File: src/hw/ctpwm_params.svh
/*
 * Constants for the compare-table pulse-width generator: table size,
 * command code layout, flush bit position and the state-time divider.
 * Assumes inclusion by bare name from the package; the design modules do not include it.
 */
`ifndef CTPWM_PARAMS_SVH
`define CTPWM_PARAMS_SVH

`define CTP_ENTRIES      8
`define CTP_CHANNELS     4
`define CTP_TIME_W       16
`define CTP_CODE_W       8
`define CTP_IOC_W        8
`define CTP_FLUSH_BIT    7
`define CTP_STATE_DIV    2
`define CTP_TGT_PAIR_LO  4'h6
`define CTP_TGT_PAIR_HI  4'h7
`define CTP_TGT_AUX_RST  4'he
`define CTP_TGT_ALL      4'hf
`define CTP_PIN_IDLE     1'b1

`endif

File: src/hw/ctpwm_pkg.sv
/*
 * Types for the compare-table pulse-width generator.
 * Assumes ctpwm_params.svh is on the include path.
 */
`include "ctpwm_params.svh"

package ctpwm_pkg;

    typedef logic [`CTP_TIME_W-1:0] ctpwm_time_t;

    // code byte: lock, timer select, level, interrupt, target
    typedef struct packed {
        logic       lock;
        logic       useAux;
        logic       driveHigh;
        logic       irq;
        logic [3:0] target;
    } ctpwm_code_s;

    typedef struct packed {
        logic        valid;
        ctpwm_code_s code;
        ctpwm_time_t matchTime;
    } ctpwm_entry_s;

endpackage

File: src/hw/ctpwm_aux_if.sv
/*
 * Link between the table logic and the auxiliary timer.
 * Assumes both ends share core_clk.
 */
`timescale 1ns/1ns

interface ctpwm_aux_if
    import ctpwm_pkg::*;
();
    ctpwm_time_t count;
    logic        step;
    logic        resetReq;
    logic        clearReq;

    modport timer (output count, output step, input resetReq, input clearReq);
    modport user  (input count, input step, output resetReq, output clearReq);
endinterface

File: src/hw/ctpwm_aux_timer.sv
/*
 * Auxiliary timer stepped by both edges of an external count pin.
 * Assumes the pin is asynchronous to core_clk; it is synchronised here.
 */
`timescale 1ns/1ns

module ctpwm_aux_timer
    import ctpwm_pkg::*;
(
    input  wire logic    core_clk,
    input  wire logic    reset_n,
    input  wire logic    countPin,
    ctpwm_aux_if.timer   aux
);
    logic pinMeta;
    logic pinSync;
    logic pinLast;
    logic pinEdge;

    always_ff @(posedge core_clk)
    begin
        if (!reset_n)
        begin
            pinMeta <= 1'b0;
            pinSync <= 1'b0;
            pinLast <= 1'b0;
        end
        else
        begin
            pinMeta <= countPin;
            pinSync <= pinMeta;
            pinLast <= pinSync;
        end
    end

    assign pinEdge = pinSync ^ pinLast;

    always_ff @(posedge core_clk)
    begin
        if (!reset_n)
            aux.count <= '0;
        else if (aux.resetReq || aux.clearReq)
            aux.count <= '0;
        else if (pinEdge)
            aux.count <= aux.count + 1'b1;
    end

    // step marks the cycle in which count holds a freshly taken value
    always_ff @(posedge core_clk)
    begin
        if (!reset_n)
            aux.step <= 1'b0;
        else
            aux.step <= aux.resetReq || aux.clearReq || pinEdge;
    end
endmodule

File: src/hw/ctpwm_top.sv
/*
 * Compare-table pulse-width generator: eight timed commands matched against
 * a main timer or an externally stepped auxiliary timer, driving four outputs.
 * Assumes commands and flush come from control logic on core_clk and the
 * count pin is asynchronous.
 */
`timescale 1ns/1ns

// How it works
// - Up to four pulse-width outputs run independently at once.
// - Each command holds a time and action; fires when selected timer matches it.
// - Compare table holds at most eight pending commands.
// - Locked commands stay in the table after firing and repeat every pass.
// - Auxiliary-timer reset command at a match value sets the common period.
// - One command drives all outputs high; per-channel commands drive them low.
// - Auxiliary timer counts on both edges of its outside count input.
// - Flush bit seven of io control two empties table, locked entries too.
// - A command whose time has passed waits for the timer to come round.
// - Outputs idle high; a low level powers the motor.
module ctpwm_top
    import ctpwm_pkg::*;
#(
    parameter int ENTRIES   = `CTP_ENTRIES,
    parameter int CHANNELS  = `CTP_CHANNELS,
    parameter int STATE_DIV = `CTP_STATE_DIV
)
(
    input  wire logic                   core_clk,
    input  wire logic                   reset_n,
    input  wire logic                   cmdValid,
    output logic                        cmdReady,
    input  wire logic [`CTP_CODE_W-1:0] cmdCode,
    input  wire ctpwm_time_t            cmdTime,
    input  wire logic [`CTP_IOC_W-1:0]  ioControlTwo,
    input  wire logic                   ioControlTwoWrite,
    input  wire logic                   auxCountPin,
    input  wire logic                   auxClear,
    output ctpwm_time_t                 auxTimerValue,
    output ctpwm_time_t                 mainTimerValue,
    output logic [3:0]                  pendingCount,
    output logic                        matchEvent,
    output logic [CHANNELS-1:0]         pwmOut
);
    localparam int IDX_W = $clog2(ENTRIES);

    ctpwm_aux_if auxLink ();

    ctpwm_entry_s               slot [ENTRIES];
    logic [ENTRIES-1:0]         fire;
    logic [ENTRIES-1:0]         validVec;
    logic [IDX_W-1:0]           freeIdx;
    logic                       hasFree;
    logic                       flush;
    logic                       doWrite;
    logic                       stateTick;
    logic [7:0]                 divCount;
    logic                       mainStep;
    logic [CHANNELS-1:0]        setMask;
    logic [CHANNELS-1:0]        clrMask;
    logic                       auxResetFire;
    logic                       irqFire;

    ctpwm_aux_timer auxTimer (
        .core_clk (core_clk),
        .reset_n  (reset_n),
        .countPin (auxCountPin),
        .aux      (auxLink.timer)
    );

    function automatic logic [CHANNELS-1:0] targetMask(input logic [3:0] target);
        logic [CHANNELS-1:0] m;
        m = '0;
        if (target == `CTP_TGT_ALL)
            m = '1;
        else if (target == `CTP_TGT_PAIR_LO)
            m = CHANNELS'(4'h3);
        else if (target == `CTP_TGT_PAIR_HI)
            m = CHANNELS'(4'hc);
        else if (target < 4'(CHANNELS))
            m[target[1:0]] = 1'b1;
        return m;
    endfunction

    // state-time enable from the core clock
    always_ff @(posedge core_clk)
    begin
        if (!reset_n || stateTick)
            divCount <= '0;
        else
            divCount <= divCount + 1'b1;
    end
    assign stateTick = (divCount == 8'(STATE_DIV - 1));

    always_ff @(posedge core_clk)
    begin
        if (!reset_n)
            mainTimerValue <= '0;
        else if (stateTick)
            mainTimerValue <= mainTimerValue + 1'b1;
    end

    always_ff @(posedge core_clk)
    begin
        if (!reset_n)
            mainStep <= 1'b0;
        else
            mainStep <= stateTick;
    end

    assign flush   = ioControlTwoWrite && ioControlTwo[`CTP_FLUSH_BIT];
    assign cmdReady = hasFree && !flush;
    assign doWrite  = cmdValid && cmdReady;

    // lowest empty slot takes the next command
    always_comb
    begin
        hasFree = 1'b0;
        freeIdx = '0;
        for (int i = ENTRIES - 1; i >= 0; i--)
        begin
            if (!slot[i].valid)
            begin
                hasFree = 1'b1;
                freeIdx = IDX_W'(i);
            end
        end
    end

    // compare only when the timer has just taken a new value, so a time already
    // passed waits for the next pass
    generate
        for (genvar g = 0; g < ENTRIES; g++)
        begin : gEntry
            assign validVec[g] = slot[g].valid;
            assign fire[g] = slot[g].valid && (slot[g].code.useAux
                ? (auxLink.step && auxLink.count == slot[g].matchTime)
                : (mainStep && mainTimerValue == slot[g].matchTime));

            always_ff @(posedge core_clk)
            begin
                if (!reset_n || flush)
                    slot[g].valid <= 1'b0;
                else if (doWrite && freeIdx == IDX_W'(g))
                    slot[g] <= {1'b1, ctpwm_code_s'(cmdCode), cmdTime};
                else if (fire[g] && !slot[g].code.lock)
                    slot[g].valid <= 1'b0;
            end

        end
    endgenerate

    // gather actions of all entries firing this cycle
    always_comb
    begin
        setMask      = '0;
        clrMask      = '0;
        auxResetFire = 1'b0;
        irqFire      = 1'b0;
        for (int i = 0; i < ENTRIES; i++)
        begin
            if (fire[i])
            begin
                irqFire = irqFire || slot[i].code.irq;
                if (slot[i].code.target == `CTP_TGT_AUX_RST)
                begin
                    auxResetFire = 1'b1;
                    irqFire      = 1'b1;
                end
                else if (slot[i].code.driveHigh)
                    setMask = setMask | targetMask(slot[i].code.target);
                else
                    clrMask = clrMask | targetMask(slot[i].code.target);
            end
        end
    end

    assign auxLink.resetReq = auxResetFire;
    assign auxLink.clearReq = auxClear;
    assign auxTimerValue    = auxLink.count;

    // each channel keeps its own level; a low that coincides with the high wins
    generate
        for (genvar c = 0; c < CHANNELS; c++)
        begin : gChan
            always_ff @(posedge core_clk)
            begin
                if (!reset_n)
                    pwmOut[c] <= `CTP_PIN_IDLE;
                else if (clrMask[c])
                    pwmOut[c] <= 1'b0;
                else if (setMask[c])
                    pwmOut[c] <= 1'b1;
            end
        end
    endgenerate

    always_ff @(posedge core_clk)
    begin
        if (!reset_n)
            matchEvent <= 1'b0;
        else
            matchEvent <= irqFire;
    end

    assign pendingCount = 4'($countones(validVec));
endmodule

File: config.mk
export PLATFORM = sky130hd
export DESIGN_NAME = ctpwm_top
export DESIGN_NICKNAME = d
export VERILOG_FILES = /design/src/hw/ctpwm_pkg.sv /design/src/hw/ctpwm_aux_if.sv /design/src/hw/ctpwm_aux_timer.sv /design/src/hw/ctpwm_top.sv
export VERILOG_INCLUDE_DIRS = /design/src /design/src/hw
export SDC_FILE = /design/constraint.sdc
export NUM_CORES = 1
export LEC_CHECK = 0
export BUFFER_PORTS_ARGS = -buffer_cell sky130_fd_sc_hd__buf_2
export CAP_MARGIN = 5
export CORE_MARGIN = 1.5
export CORE_UTILIZATION = 60
export DETAILED_ROUTE_END_ITERATION = 6
export PLACE_DENSITY = 0.79
export SYNTH_ARGS = -nofsm -noshare
export SYNTH_HDL_FRONTEND = slang
export SYNTH_SLANG_ARGS = --single-unit
File: constraint.sdc
create_clock -name core_clk -period 7.65 [get_ports core_clk]
set_clock_uncertainty 0.1 [all_clocks]
set_input_delay 0.3825 -clock core_clk [delete_from_list [all_inputs] [get_ports core_clk]]
set_output_delay 0.3825 -clock core_clk [all_outputs]
set_load 0.02 [all_outputs]
# Word level (Yosys, flattened, before mapping)
# Memories as Yosys holds them, arrays and structs flattened.
# Cells that the tools add are included.
dict set report op_classes {
  n_reduce_logical 78
  muxes 276
  n_eq_ne 56
  n_addsub 10
  bitwise_logic 32
  magnitude_cmp 24
}
# cell count
set ops {}
lappend ops {{2-to-1 mux 4 bit} 122}
lappend ops {{== test 16 bit} 16}
lappend ops {{2-to-1 mux 1 bit} 138}
lappend ops {{== test 4 x 3 -> 1 bit (second input constant)} 16}
lappend ops {{== test 4 bit (second input constant)} 16}
lappend ops {{OR 4 bit} 14}
lappend ops {{logical AND 1 bit} 51}
lappend ops {{adder 16 x 1 -> 16 bit (second input constant)} 2}
lappend ops {{< comparator 4 x 3 -> 1 bit (second input constant)} 8}
lappend ops {{< comparator 2 x 3 -> 1 bit (second input constant)} 8}
lappend ops {{2-to-1 mux 3 bit} 8}
lappend ops {{demux 1 bit (select 2 bit)} 8}
lappend ops {{greater-or-equal comparator 2 x 1 -> 1 bit (second input constant)} 8}
lappend ops {{OR 1 bit} 16}
lappend ops {{== test 3 bit (second input constant)} 4}
lappend ops {{logical OR 1 bit} 11}
lappend ops {{zero test 1 bit} 10}
lappend ops {{adder 1 x 1 -> 2 bit} 4}
lappend ops {{adder 8 x 1 -> 8 bit (second input constant)} 1}
lappend ops {{== test 8 x 1 -> 1 bit (second input constant)} 1}
lappend ops {{nonzero test 2 bit} 4}
lappend ops {{adder 2 x 2 -> 3 bit} 2}
lappend ops {{== test 3 x 2 -> 1 bit (second input constant)} 2}
lappend ops {{adder 3 x 3 -> 4 bit} 1}
lappend ops {{other kinds (5)} 5}
dict set report word_totals {
  memories 1
  out_inout_bits 42
  mem_bits_rw 200
  regBits 50
}
# memory depth width rd rd_clocked_by_memory_dff wr line
set mem_list {}
lappend mem_list {slot 8 25 8 0 8 ctpwm_top.sv:48} ;# ctpwm_entry_s slot [ENTRIES];

# Depth between registers and ports, before layout
# An unclocked memory read counts as a cell.
dict set report depth {
  ltp_word 42
  depth_mapped 11
  ltp_nobuf 9
}

# Cells and area by module
# From an unflattened synthesis, not the netlist that was laid out.
dict set report unflattened {
  hier_cells 1245
  area_unflattened_um2 13794.5
}
# module seq_area_each_um2 instances cells_per_inst area_per_inst_um2
set by_module_without_submodules {}
lappend by_module_without_submodules {ctpwm_top 6606.3 1 1149 12894.9}
lappend by_module_without_submodules {ctpwm_aux_timer 400.4 1 96 899.6}

# Worst setup path after synthesis
# OpenSTA, ideal clock, no wires.
dict set report synth_timing {
  kind {input-to-reg}
  startpoint {in ioControlTwoWrite}
  endpoint {mem slot[0][75] (netlist name), enable pin}
  slack_ns 3.880
  n_path_buf 1
  required_time_ns 7.084
  setup_ns 0.466
  arrival_time_ns 3.204
  path_stages 4
  cell_sequence {nand2_1 -> nand2_1 -> clkbuf_1 -> nor4_1}
}
# element line
set synth_lines {}
lappend synth_lines {{start, declared} ctpwm_top.sv:35} ;# input wire logic ioControlTwoWrite,
lappend synth_lines {{end, declared} ctpwm_top.sv:48}

==> run summary <==
RSZ-0062 raised after global routing: no
Area leader, netlist: edfxtp_1
Busiest grt layer: met2
Dpl hpwl: 27.2 mm
Vias in the first global route: 9223
Die Span X: 152 um
Worst setup SP type: flop
Max transition margin: 32.9%
Hold Crit Class: in -> reg
Critical Path RT: 7170 ps
Final period utilization: 55.1%
Port Buffers: 72
Detailed Routing Iterations Pass 1: 7
Gr usage total: 34.4%
Finished Core Util: 67.6%
Met1 Use GR: 47.6%
H-tree depth: 1
Setup TNS: 0 ps
Post_cts resized: 0
Wire per inst: 25.0 um
CP arrival: 3730 ps
CTS Buf Count: 27
Met2 Use GR: 53.1%
WS Path Type: reg -> out
CP peak stage delay: 590 ps
Clock tree from TritonCTS: yes
Synth area leaders: edfxtp_1 45%, xor2_1 13%, dfxtp_1 7.6%
Slowest cell on the critical path: fa_1
Final Slew Violations: 0
Warnings from Yosys: 0
Pre-CTS setup slack: 3910 ps
Critical Path Sink Type: output port
Post-CTS setup buffer count: 0
Multi-input logic area: 5840 sq um
Placed Cells: 1496
Commonest non-fill, non-tap cell in the layout: xor2_1
Most Frequent Cell on Critical Path: fa_1
Final Setup Violations: 0
Post-Syn Nets: 1229
Vias/cell: 6.38
Routing usage on met3: 6.02%
Filler Cell Count: 1607
Register bit total from synthesis: 250
Ys flop type: edfxtp_1
Yosys top cell area share: 45.3%
F_max: 237 MHz
Final ANT Viol Nets: 0
Layout Nets: 1295
Antenna violations before repair: 2
Total power: 2.90 mW
Leading cell types in the layout, fill and taps excluded: 201 x xor2_1, 200 x edfxtp_1, 97 x xnor2_1, 79 x nand2_1, 72 x buf_2
DRC violations left: 6
CP Cell Sequence: fa_1 > inv_1 > fa_1 > fa_1 > inv_1 > ha_1 > fa_1 > xor2_1 > buf_2
Non-filler cells, final: 1548
Fin. Hold Viols: 0
Pin count of the biggest net entering global routing: 50
Root Buffer: clkbuf_16
Syn Std Cell Area: 13200 sq um
I/O pin cnt: 80
Seq. cell area: 7010 sq um
Yosys cell types: 65
Worst-Margin Slew: 1000 ps
Core Box Area: 21800 sq um
Share of the yosys chip area belonging to registers: 52.9%
Clock sinks: 250
Leak pwr: 5.50 nW
Hold WS: 14.4 ps
Share of cells above drive strength 1: 11.8%
RePlAce Congestion: 0.960
Post-route cell area: 14700 sq um
Failing checks: DRC
Area grow syn2layout: 11.0%
Via Count: 9871
Die H: 152 um
Area of the die: 23000 sq um
First-pass GRT wire length: 56.7 mm
Syn avg cell area: 11.2 sq um
Final wirelength: 38.7 mm
Hold_buf cts: 1
Critical Path Fanout Max: 7
DR iter-0 viols: 1137
Gate Count Post-Synth: 1180
Post-route setup slack: 3440 ps
Gr ovfl total: 0
Maximum vdd ir drop: 0.000176 V
Async set or reset register ratio after synthesis: 0%
Clk pin slew, worst setup/hold paths: 60 ps
Core Rows: 54
Max-cap violations: 0
Min Tclk post-route: 4210 ps
EDFF count, synth: 200
Worst-Skew Late Latency: 540 ps
Placement Cell Area: 13800 sq um
Starting Density: 60.9%
PwrDens: 197 nW/um^2
Max Buffers Root-to-Sink: 3
Outcome: finished with violations
==> cell type report <==
class                   instances  share of cell area [%]
diodes                          1                  0.0170
clock buffers                  31                    4.77
clock inverters                19                   0.936
inverters                      38                   0.970
multi-input cells             836                    39.7
flip-flops and latches        250                    47.7
well taps                     280                    2.38
repair buffers                 93                    3.54
==> cells by family (layout without fill, tap and decap cells) <==
logic type / Yosys count / after routing / synth area share (%)
simple gates: 406 / 406 / 16.4
xor+xnor: 298 / 298 / 19.7
flops: 250 / 250 / 52.9
compound gates: 119 / 119 / 6.27
buf+inv: 94 / 181 / 3.26
fa+ha+maj: 11 / 11 / 1.27
mux: 2 / 2 / 0.151
other cells: 0 / 1 / 0
==> cells in the mapped netlist, drive strengths merged (15+ instances only) <==
cell type / instances
nor2: 51
a21oi: 23
nand4: 29
and2: 19
buf: 39
nor3: 54
xor2: 201
edfxtp: 200
clkbuf: 17
xnor2: 97
nor4: 59
nand3: 36
and3: 15
dfxtp: 50
o21ai: 23
inv: 38
nor2b: 15
nand2: 79
==> worst max-delay path: cells and delay by family, from the launching register on <==
kind | cells | cell delay [ps]
flip-flops | 1 | 540
adder cells (fa/ha/maj) | 5 | 2240
XOR/XNOR | 1 | 130
buffers and inverters | 3 | 270
==> flip-flops by register name, summed over array words and instances (netlist names) <==
signal	count
matchEvent	1
pwmOut	4
divCount	8
auxTimer.aux.step	1
auxTimer.pinSync	1
mainTimerValue	16
auxTimer.aux.count	16
auxTimer.pinLast	1
slot	200
auxTimer.pinMeta	1
mainStep	1
==> metal layers <==
metal | up-vias | wire length [um]
met4 | 0 | 1940
met1 | 4751 | 15100
met5 | - | 0
met3 | 112 | 4410
li1 | 4405 | -
met2 | 603 | 17300
==> where the power goes <==
group          switching (mW)  leakage, nW  internal [mW]
registers              0.0311         2.22           1.48
logic                  0.0893         2.87         0.0464
clock network           0.529        0.409          0.719
total                   0.649         5.50           2.25
==> path summary, 6_finish.rpt <==
check / from / endpoint / slack (ps) / depth (start not counted)
setup reg to reg: auxTimer.aux.count[7] / auxTimer.aux.step / 3770 / 6
setup / recovery: slot[1][24] / pendingCount[2] / 3440 / 9
hold reg to reg: auxTimer.pinMeta / auxTimer.pinSync / 340 / 1
hold / removal: cmdCode[4] / slot[0][20] / 10 / 1
No activity file was read; power rests on OpenSTA's default activity.
